File: src/omr_pkg.sv
// Function
// Bit 7 routes left amp pair to common.
// Bit 7 routes first left converter to common.
// Bit 7 routes second right line to common.
// Bit 7 routes right amp pair to common.
// Bit 7 routes first right converter to common.
// Bit 7 routes second left line to headphone.
// Bit 7 routes left amp pair to headphone.
// Route bits 6..0 hold gain, reset zero.
// Level bits 7..4 set 0 to 9 dB.
// Software never writes level codes 1010..1111.
// Level bit 3 zero mutes; reset muted.
// Level bit 2 picks powered-down drive, reset one.
// Level bit 1 reads gain pending, reset one.
// Level bit 0 one fully powers output up.
// Writes never touch the pending status bit.
package omr_pkg;

   localparam int ADDR_W = 8;
   localparam int DATA_W = 8;
   localparam int GAIN_W = 7;
   localparam int LEVEL_W = 4;

   // Register numbers; each is its own byte address on the control port.
   localparam logic [7:0] ADDR_LPGA_LCOM = 8'h35;
   localparam logic [7:0] ADDR_LDAC_LCOM = 8'h36;
   localparam logic [7:0] ADDR_RLN2_LCOM = 8'h37;
   localparam logic [7:0] ADDR_RPGA_LCOM = 8'h38;
   localparam logic [7:0] ADDR_RDAC_LCOM = 8'h39;
   localparam logic [7:0] ADDR_LCOM_LEVEL = 8'h3A;
   localparam logic [7:0] ADDR_LLN2_RHP = 8'h3B;
   localparam logic [7:0] ADDR_LPGA_RHP = 8'h3C;

   // Route register fields.
   localparam int ROUTE_EN_BIT = 7;
   localparam logic [7:0] ROUTE_RESET = 8'h00;

   // Level control register fields.
   localparam int LEVEL_LSB = 4;
   localparam int UNMUTE_BIT = 3;
   localparam int PD_HIZ_BIT = 2;
   localparam int PENDING_BIT = 1;
   localparam int POWER_BIT = 0;
   localparam logic [3:0] LEVEL_RESET = 4'h0;
   localparam logic LEVEL_MAX_NUM = 1'b1;
   localparam logic [3:0] LEVEL_MAX = 4'h9;
   localparam logic UNMUTE_RESET = 1'b0;
   localparam logic PD_HIZ_RESET = 1'b1;
   localparam logic PENDING_RESET = 1'b1;
   localparam logic POWER_RESET = 1'b0;

   // Soft-step pacing of gain changes.
   localparam int CLK_MHZ = 125;
   localparam int STEP_TIME_NS = 1000;
   localparam int STEP_CYCLES = (STEP_TIME_NS * CLK_MHZ) / 1000;

   localparam int N_ROUTES = 7;
   localparam int N_LCOM_ROUTES = 5;

   typedef struct packed {
      logic              en;
      logic [GAIN_W-1:0] gain;
   } omr_route_t;

   typedef struct packed {
      logic [LEVEL_W-1:0] level;
      logic               unmute;
      logic               pd_hiz;
      logic               pending;
      logic               power;
   } omr_level_t;

   typedef enum logic [2:0] {
      ST_IDLE = 3'b001,
      ST_RAMP = 3'b010,
      ST_HOLD = 3'b100
   } omr_state_t;

endpackage

File: src/omr_step_div.sv
`timescale 1ns/1ps
module omr_step_div #(
   parameter int DIV = omr_pkg::STEP_CYCLES
) (
   input  wire logic clock,    // Control clock.
   input  wire logic nrst,     // Asynchronous reset, active low.
   output logic      step_en   // One-cycle pulse every DIV cycles.
);
   localparam int CW = (DIV > 1) ? $clog2(DIV) : 1;
   localparam logic [CW-1:0] LAST = CW'(DIV - 1);

   logic [CW-1:0] cnt_r;

   always_ff @(posedge clock or negedge nrst)
   begin
      if (!nrst)
      begin
         cnt_r <= '0;
      end
      else if (cnt_r == LAST)
      begin
         cnt_r <= '0;
      end
      else
      begin
         cnt_r <= cnt_r + CW'(1);
      end
   end

   assign step_en = (cnt_r == LAST);
endmodule

File: src/omr_gain_ramp.sv
`timescale 1ns/1ps
module omr_gain_ramp #(
   parameter int W = omr_pkg::GAIN_W
) (
   input  wire logic         clock,    // Control clock.
   input  wire logic         nrst,     // Asynchronous reset, active low.
   input  wire logic         step_en,  // Pace pulse for one gain step.
   input  wire logic         hold,     // Freeze the applied value.
   input  wire logic [W-1:0] target,   // Programmed code.
   output logic      [W-1:0] applied,  // Code now in force.
   output logic              busy      // Applied differs from target.
);
   // One code per step keeps audible zipper noise down on large changes.
   always_ff @(posedge clock or negedge nrst)
   begin
      if (!nrst)
      begin
         applied <= '0;
      end
      else if (step_en && !hold)
      begin
         if (applied < target)
         begin
            applied <= applied + W'(1);
         end
         else if (applied > target)
         begin
            applied <= applied - W'(1);
         end
      end
   end

   assign busy = (applied != target);
endmodule

File: src/omr_route_regs.sv
`timescale 1ns/1ps
module omr_route_regs #(
   parameter int STEP_DIV = omr_pkg::STEP_CYCLES
) (
   input  wire logic                        clock,        // Control clock, 125 MHz.
   input  wire logic                        nrst,         // Register reset, active low.
   input  wire logic [omr_pkg::ADDR_W-1:0]  reg_addr,     // Register number.
   input  wire logic                        reg_wr,       // Write strobe, one cycle.
   input  wire logic [omr_pkg::DATA_W-1:0]  reg_wdata,    // Write data.
   input  wire logic                        reg_rd,       // Read strobe, one cycle.
   output logic      [omr_pkg::DATA_W-1:0]  reg_rdata,    // Read data, registered.
   output logic                             reg_rvalid,   // Read data valid pulse.
   output omr_pkg::omr_route_t [omr_pkg::N_ROUTES-1:0] route_applied, // Routes in force.
   output omr_pkg::omr_level_t              lcom_ctrl,    // Left common output control.
   output logic      [omr_pkg::LEVEL_W-1:0] lcom_level_applied, // Level in force.
   output logic                             lcom_drive_on, // Output stage active.
   output logic                             lcom_weak_cm  // Weak common-mode drive.
);
   localparam int NR = omr_pkg::N_ROUTES;
   localparam int NL = omr_pkg::N_LCOM_ROUTES;

   // Index of route register, or NR when the address is not a route.
   function automatic int route_index(input logic [omr_pkg::ADDR_W-1:0] a);
      int idx;
      idx = NR;
      case (a)
         omr_pkg::ADDR_LPGA_LCOM: idx = 0;
         omr_pkg::ADDR_LDAC_LCOM: idx = 1;
         omr_pkg::ADDR_RLN2_LCOM: idx = 2;
         omr_pkg::ADDR_RPGA_LCOM: idx = 3;
         omr_pkg::ADDR_RDAC_LCOM: idx = 4;
         omr_pkg::ADDR_LLN2_RHP:  idx = 5;
         omr_pkg::ADDR_LPGA_RHP:  idx = 6;
         default:                 idx = NR;
      endcase
      return idx;
   endfunction

   omr_pkg::omr_route_t [NR-1:0] route_r;
   logic [3:0]                   level_r;
   logic                         unmute_r;
   logic                         pd_hiz_r;
   logic                         power_r;
   logic                         pending_r;
   logic                         pending_nxt;
   logic                         step_en;
   logic [NR-1:0]                route_busy;
   logic                         level_busy;
   logic [omr_pkg::GAIN_W-1:0]   gain_applied [NR];
   omr_pkg::omr_state_t          state_r;
   omr_pkg::omr_state_t          state_nxt;
   logic                         wr_level;
   logic [omr_pkg::DATA_W-1:0]   rdata_nxt;

   assign wr_level = reg_wr && (reg_addr == omr_pkg::ADDR_LCOM_LEVEL);

   // Route registers: enable bit and gain code, all reset to zero.
   always_ff @(posedge clock or negedge nrst)
   begin
      if (!nrst)
      begin
         route_r <= {NR{omr_pkg::ROUTE_RESET}};
      end
      else if (reg_wr && route_index(reg_addr) < NR)
      begin
         route_r[route_index(reg_addr)] <= reg_wdata;  // see see
      end
   end

   // Level control register; the pending bit is not written here.
   always_ff @(posedge clock or negedge nrst)
   begin
      if (!nrst)
      begin
         level_r  <= omr_pkg::LEVEL_RESET;
         unmute_r <= omr_pkg::UNMUTE_RESET;
         pd_hiz_r <= omr_pkg::PD_HIZ_RESET;
         power_r  <= omr_pkg::POWER_RESET;
      end
      else if (wr_level)
      begin
         level_r  <= reg_wdata[omr_pkg::LEVEL_LSB +: omr_pkg::LEVEL_W];
         unmute_r <= reg_wdata[omr_pkg::UNMUTE_BIT];
         pd_hiz_r <= reg_wdata[omr_pkg::PD_HIZ_BIT];
         power_r  <= reg_wdata[omr_pkg::POWER_BIT];
      end
   end

   omr_step_div #(
      .DIV     (STEP_DIV)
   ) u_div (
      .clock   (clock),
      .nrst    (nrst),
      .step_en (step_en)
   );

   // Left common gains only move while that stage is powered; the others always may.
   generate
      for (genvar i = 0; i < NR; i++)
      begin : g_ramp
         omr_gain_ramp #(
            .W       (omr_pkg::GAIN_W)
         ) u_ramp (
            .clock   (clock),
            .nrst    (nrst),
            .step_en (step_en),
            .hold    ((i < NL) ? !power_r : 1'b0),
            .target  (route_r[i].gain),
            .applied (gain_applied[i]),
            .busy    (route_busy[i])
         );
         assign route_applied[i] = {route_r[i].en, gain_applied[i]};  // see see see see
      end
   endgenerate

   omr_gain_ramp #(
      .W       (omr_pkg::LEVEL_W)
   ) u_level_ramp (
      .clock   (clock),
      .nrst    (nrst),
      .step_en (step_en),
      .hold    (!power_r),
      .target  (level_r),
      .applied (lcom_level_applied),
      .busy    (level_busy)
   );

   // Tracks whether gain application is still in progress on the left common output.
   always_comb
   begin
      state_nxt = state_r;
      unique case (state_r)
         omr_pkg::ST_IDLE:
            if (|route_busy[NL-1:0] || level_busy)
               state_nxt = power_r ? omr_pkg::ST_RAMP : omr_pkg::ST_HOLD;
         omr_pkg::ST_RAMP:
            if (!(|route_busy[NL-1:0] || level_busy))
               state_nxt = omr_pkg::ST_IDLE;
            else if (!power_r)
               state_nxt = omr_pkg::ST_HOLD;
         omr_pkg::ST_HOLD:
            if (!(|route_busy[NL-1:0] || level_busy))
               state_nxt = omr_pkg::ST_IDLE;
            else if (power_r)
               state_nxt = omr_pkg::ST_RAMP;
         default:
            state_nxt = omr_pkg::ST_IDLE;
      endcase
   end

   always_ff @(posedge clock or negedge nrst)
   begin
      if (!nrst)
      begin
         state_r <= omr_pkg::ST_HOLD;
      end
      else
      begin
         state_r <= state_nxt;
      end
   end

   // Pending is set by reset and the left common ramps only; no bus write reaches it.
   assign pending_nxt = (state_nxt != omr_pkg::ST_IDLE);

   always_ff @(posedge clock or negedge nrst)
   begin
      if (!nrst)
      begin
         pending_r <= omr_pkg::PENDING_RESET;
      end
      else
      begin
         pending_r <= pending_nxt;
      end
   end

   // Read mux; unmapped addresses read zero.
   always_comb
   begin
      rdata_nxt = 8'h00;
      if (route_index(reg_addr) < NR)
      begin
         rdata_nxt = route_r[route_index(reg_addr)];
      end
      else if (reg_addr == omr_pkg::ADDR_LCOM_LEVEL)
      begin
         rdata_nxt = {level_r, unmute_r, pd_hiz_r, pending_r, power_r};
      end
   end

   always_ff @(posedge clock or negedge nrst)
   begin
      if (!nrst)
      begin
         reg_rdata  <= 8'h00;
         reg_rvalid <= 1'b0;
      end
      else
      begin
         reg_rvalid <= reg_rd;
         if (reg_rd)
         begin
            reg_rdata <= rdata_nxt;
         end
      end
   end

   assign lcom_ctrl         = {level_r, unmute_r, pd_hiz_r, pending_r, power_r};  // see
   assign lcom_drive_on     = power_r;
   // Weak common-mode hold only applies while the stage is down.
   assign lcom_weak_cm      = !power_r && !pd_hiz_r;
endmodule

File: config.mk
export PLATFORM = sky130hd
export DESIGN_NAME = omr_route_regs
export DESIGN_NICKNAME = d
export VERILOG_FILES = /design/src/omr_pkg.sv /design/src/omr_step_div.sv /design/src/omr_gain_ramp.sv /design/src/omr_route_regs.sv
export SDC_FILE = /design/constraint.sdc
export NUM_CORES = 1
export LEC_CHECK = 0
export BUFFER_PORTS_ARGS = -buffer_cell sky130_fd_sc_hd__buf_2
export CORE_ASPECT_RATIO = 0.8
export CORE_MARGIN = 2
export CORE_UTILIZATION = 55
export CTS_BUF_LIST = sky130_fd_sc_hd__clkbuf_4
export CTS_CLUSTER_DIAMETER = 80
export CTS_CLUSTER_SIZE = 8
export DETAILED_ROUTE_END_ITERATION = 6
export PLACE_DENSITY = 0.85
export SYNTH_ARGS = -nofsm -noshare
export SYNTH_HDL_FRONTEND = slang
export SYNTH_SLANG_ARGS = --single-unit
File: constraint.sdc
create_clock -name clock -period 2.8 [get_ports clock]
set_clock_uncertainty 0.1 [all_clocks]
set_input_delay 0.28 -clock clock [delete_from_list [all_inputs] [get_ports clock]]
set_output_delay 0.28 -clock clock [all_outputs]
set_load 0.01 [all_outputs]
==> results.yml <==
status:
  status: "finished with violations"
  violations: "setup timing"
sta:
  worst_pin_slew_ps: 782.7
  relSlewSlack_pct: 47.63
  setup_tns_ps: -213.9
  layout_min_cycle_time_ps: 2934
  period_share_pct: 104.8
  setup_slack_ps: -133.8
  drv_slew: 0
  setup_viol: 2
  max_freq_mhz: 340.9
  hold_violations: 0
  rsz0062_at_grt: "true"
grt:
  overflow: 0
  track_usage_pct: 27.83
  antenna_found_initial: 0
  grt_pass1_wl_mm: 37.38
  grt_pass1_vias: 7298
  grt_max_degree: 47
synthesis:
  netlist-cell-type-count: 54
  synth_edf_count: 0
  synthFlopType: "dfrtp_1"
  synthCells: 876
  synth_warnings: 0
  synth_nets: 996
  syn_area_um2: 8797
  synth.ff_latch_count: 136
  yosysSeqAreaShare_pct: 38.73
  async_flop_share_pct: 100.0
  avgSynthCellArea_um2: 10.04
worst_hold_path:
  worst_hold_startpoint: "reg_wdata[7]"
  holdPathEnd: "route_applied[7]$_DFFE_PN0P_"
  hold_class: "in -> reg"
  hold_path_depth: 2
floorplan:
  die_h_um: 117.1
  initial_core_util_pct: 56.04
  row_count: 41
  coreArea_um2: 15700
  dieWidth_um: 145.4
  dieArea_um2: 17030
  pin_count: 99
routing:
  avgRoutedWirePerCell_um: 18.48
  detail_route.wirelength_mm: 24.25
  dr.pass1.iters: 5
  drt_first_iter_violations: 690
  drc: 0
  dr_total_vias: 7585
  ant_nets: 0
  via_per_inst: 5.781
clocking:
  cts.sinks: 136
  clk_path_buf_depth: 2
  clk_latency_ps: 560
  cts_root_buf: "clkbuf_4"
  htreeDepth: 4
  clk_pin_slew_ps: 140
  cts_tree: "yes"
  cts_buffers: 17
layout:
  antenna_cells: 0
  drive_above_1_share_pct: 37.92
  final_cells: 1312
  fill_cells: 1124
  final_nets: 1204
  area.growth.synth_to_final_pct: 25.81
critical_path:
  arrival_ps: 3280
  crit_path_end_kind: "register"
  r2r_cells: 13
  crit_family: "compound AO/OA/AOI/OAI gates"
  r2r_slack_ps: -130
  timing.rr.end: "g_ramp[1].u_ramp.applied[5]$_DFFE_PN0P_"
  cp.required_ps: 3150
  start_kind: "register"
  critPathBufInv: 2
  critPathMaxStageDelay_ps: 420
  crit_chain: "inv_2 -> ha_2 -> nor3_1 -> nor2_1 -> o22a_4 -> buf_4 -> ha_4 -> a21o_1 -> a21oi_2 -> o21bai_1 -> a21oi_1 -> xnor2_1 -> mux2_2"
  cp_max_fo: 5
  cp_slowest_cell: "dfrtp_1"
  reg2reg_from: "route_r[12]$_DFFE_PN0P_"
  cp.depth: 13
  criticalPathCategory: "reg -> reg"
power_and_ir_drop:
  power.density_nw_per_um2: 436.0
  ir_drop_v: 0.0002675
  p_leak_nw: 5.646
placement:
  io_buffers: 98
  placed_cells_incl_taps: 1249
  dpl.hpwl_mm: 16.95
  routabilityCongestion: 0.9755
job:
  maxCapViolations: 0
## worst reg2reg max path: cells and delay by family, from the launching register on
| family | cells | cell delay, ps |
|---|---|---|
| muxes | 1 | 270 |
| xor gates and xnor gates | 1 | 100 |
| AOI/OAI and AO/OA | 5 | 890 |
| buffers and inverters | 2 | 220 |
| adders and majority gates | 2 | 490 |
| and+or+nand+nor | 2 | 340 |
| DFF | 1 | 420 |
## layer usage
metal	vias up	global-route usage (%)	share of wire (%)
met1	3667	35.93	41
met4	0	9.216	2.4
met5	-	0	0
li1	3542	-	-
met2	313	47.80	49
met3	63	5.736	7.4
## cell type report
cell class | instances | area, um^2 | share of cell area (%)
Timing Repair Buffer | 214 | 1400 | 12.65
Clock buffer | 17 | 127.6 | 1.153
Inverter | 70 | 262.8 | 2.374
Clock inverter | 15 | 207.7 | 1.877
Sequential cell | 136 | 3410 | 30.80
Multi-Input combinational cell | 645 | 5391 | 48.71
Tap cell | 215 | 269.0 | 2.430
## report_power, final
part / switching, mW / leakage [nW] / internal (mW) / total, mW
clock: 0.773 / 0.172 / 0.784 / 1.56
combinational: 0.644 / 3.62 / 0.523 / 1.17
sequential: 0.0561 / 1.85 / 2.05 / 2.10
total: 1.47 / 5.65 / 3.35 / 4.83
## registers in the layout, indices dropped and copies added, names as in the netlist, 3 cells and up
register / count
level_r: 4
route_r: 49
u_div.cnt_r: 7
g_ramp.u_ramp.applied: 49
route_applied: 7
state_r: 3
reg_rdata: 8
u_level_ramp.applied: 4
## metrics by stage
stage	power, mW	util (%)	area (um^2)	worst slack [ps]	hold slack, ps
after floorplan	2.745	-	8805	-12.72	-115.6
after global placement	3.070	64.18	10070	14.55	145.8
after detailed placement	3.121	64.18	10070	-119.1	153.3
after CTS	4.704	67.74	10630	-60.91	0.4127
after global routing	5.037	70.51	11070	-213.7	-19.00
final	4.825	70.51	11070	-133.8	13.61
## cell usage in the layout (no fill, tap or decap), types with 13 or more instances in the layout
cell type and instances:
a21o_1 15, a21oi_1 43, a21oi_2 23, a22o_1 13, buf_2 97, buf_4 109, clkbuf_4 17, dfrtp_1 131
ha_1 69, ha_4 14, inv_1 66, mux2_2 81, nand2_1 78, nor2_1 40, o21ai_0 50, o21bai_1 13
xnor2_1 35, xor2_1 16
## repair_timing
item | CTS | global route
endpoints found under the hold margin | 85 | 0
pin swaps | 19 | 47
setup buffers | 7 | 22
hold buffers | 2 | 0
gates resized for setup | 35 | 65
setup endpoints to repair | 11 | 17
## how the worst max path moves through the flow
stage                                                       start                                 endpoint  slack (ps)
final                                     route_r[12]$_DFFE_PN0P_  g_ramp[1].u_ramp.applied[5]$_DFFE_PN0P_        -130
after detailed placement  g_ramp[3].u_ramp.applied[4]$_DFFE_PN0P_  g_ramp[3].u_ramp.applied[5]$_DFFE_PN0P_        -120
after CTS                                 route_r[27]$_DFFE_PN0P_  g_ramp[3].u_ramp.applied[6]$_DFFE_PN0P_         -60
after global routing                      route_r[13]$_DFFE_PN0P_  g_ramp[1].u_ramp.applied[5]$_DFFE_PN0P_        -210
after floorplan           g_ramp[3].u_ramp.applied[4]$_DFFE_PN0P_  g_ramp[3].u_ramp.applied[5]$_DFFE_PN0P_         -10
after global placement                    route_r[46]$_DFFE_PN0P_  g_ramp[5].u_ramp.applied[6]$_DFFE_PN0P_          10
## kinds of logic after synthesis
logic type,count (synthesis),synth area share [%]
and+or+nand+nor,186,9.999
muxes,83,10.67
DFF,136,38.73
adders and majority gates,100,14.91
xor gates and xnor gates,51,5.077
AOI/OAI and AO/OA,225,15.97
buffers and inverters,95,4.651
## synth_stat cells (all sizes together) (6+ instances only)
cell type  count  area [um^2]
dfrtp        133         3328
a211oi         6        45.04
o21bai        13        97.59
xnor2         35        306.5
nand3          9        50.05
nand4          8        50.05
nor2b         11        68.82
inv           70        262.8
a21o          16        120.1
nand2b         9        56.30
a22o          13        113.9
a21oi         66        330.3
ha            92         1151
a22oi         12        90.09
buf           21        131.4
nand2         83        324.1
nor2          41        156.4
o21ai         69        352.8
a221oi         7        61.31
mux2          83        938.4
fa             8        160.2
xor2          16        140.1
(Power assumes the default switching activity.)
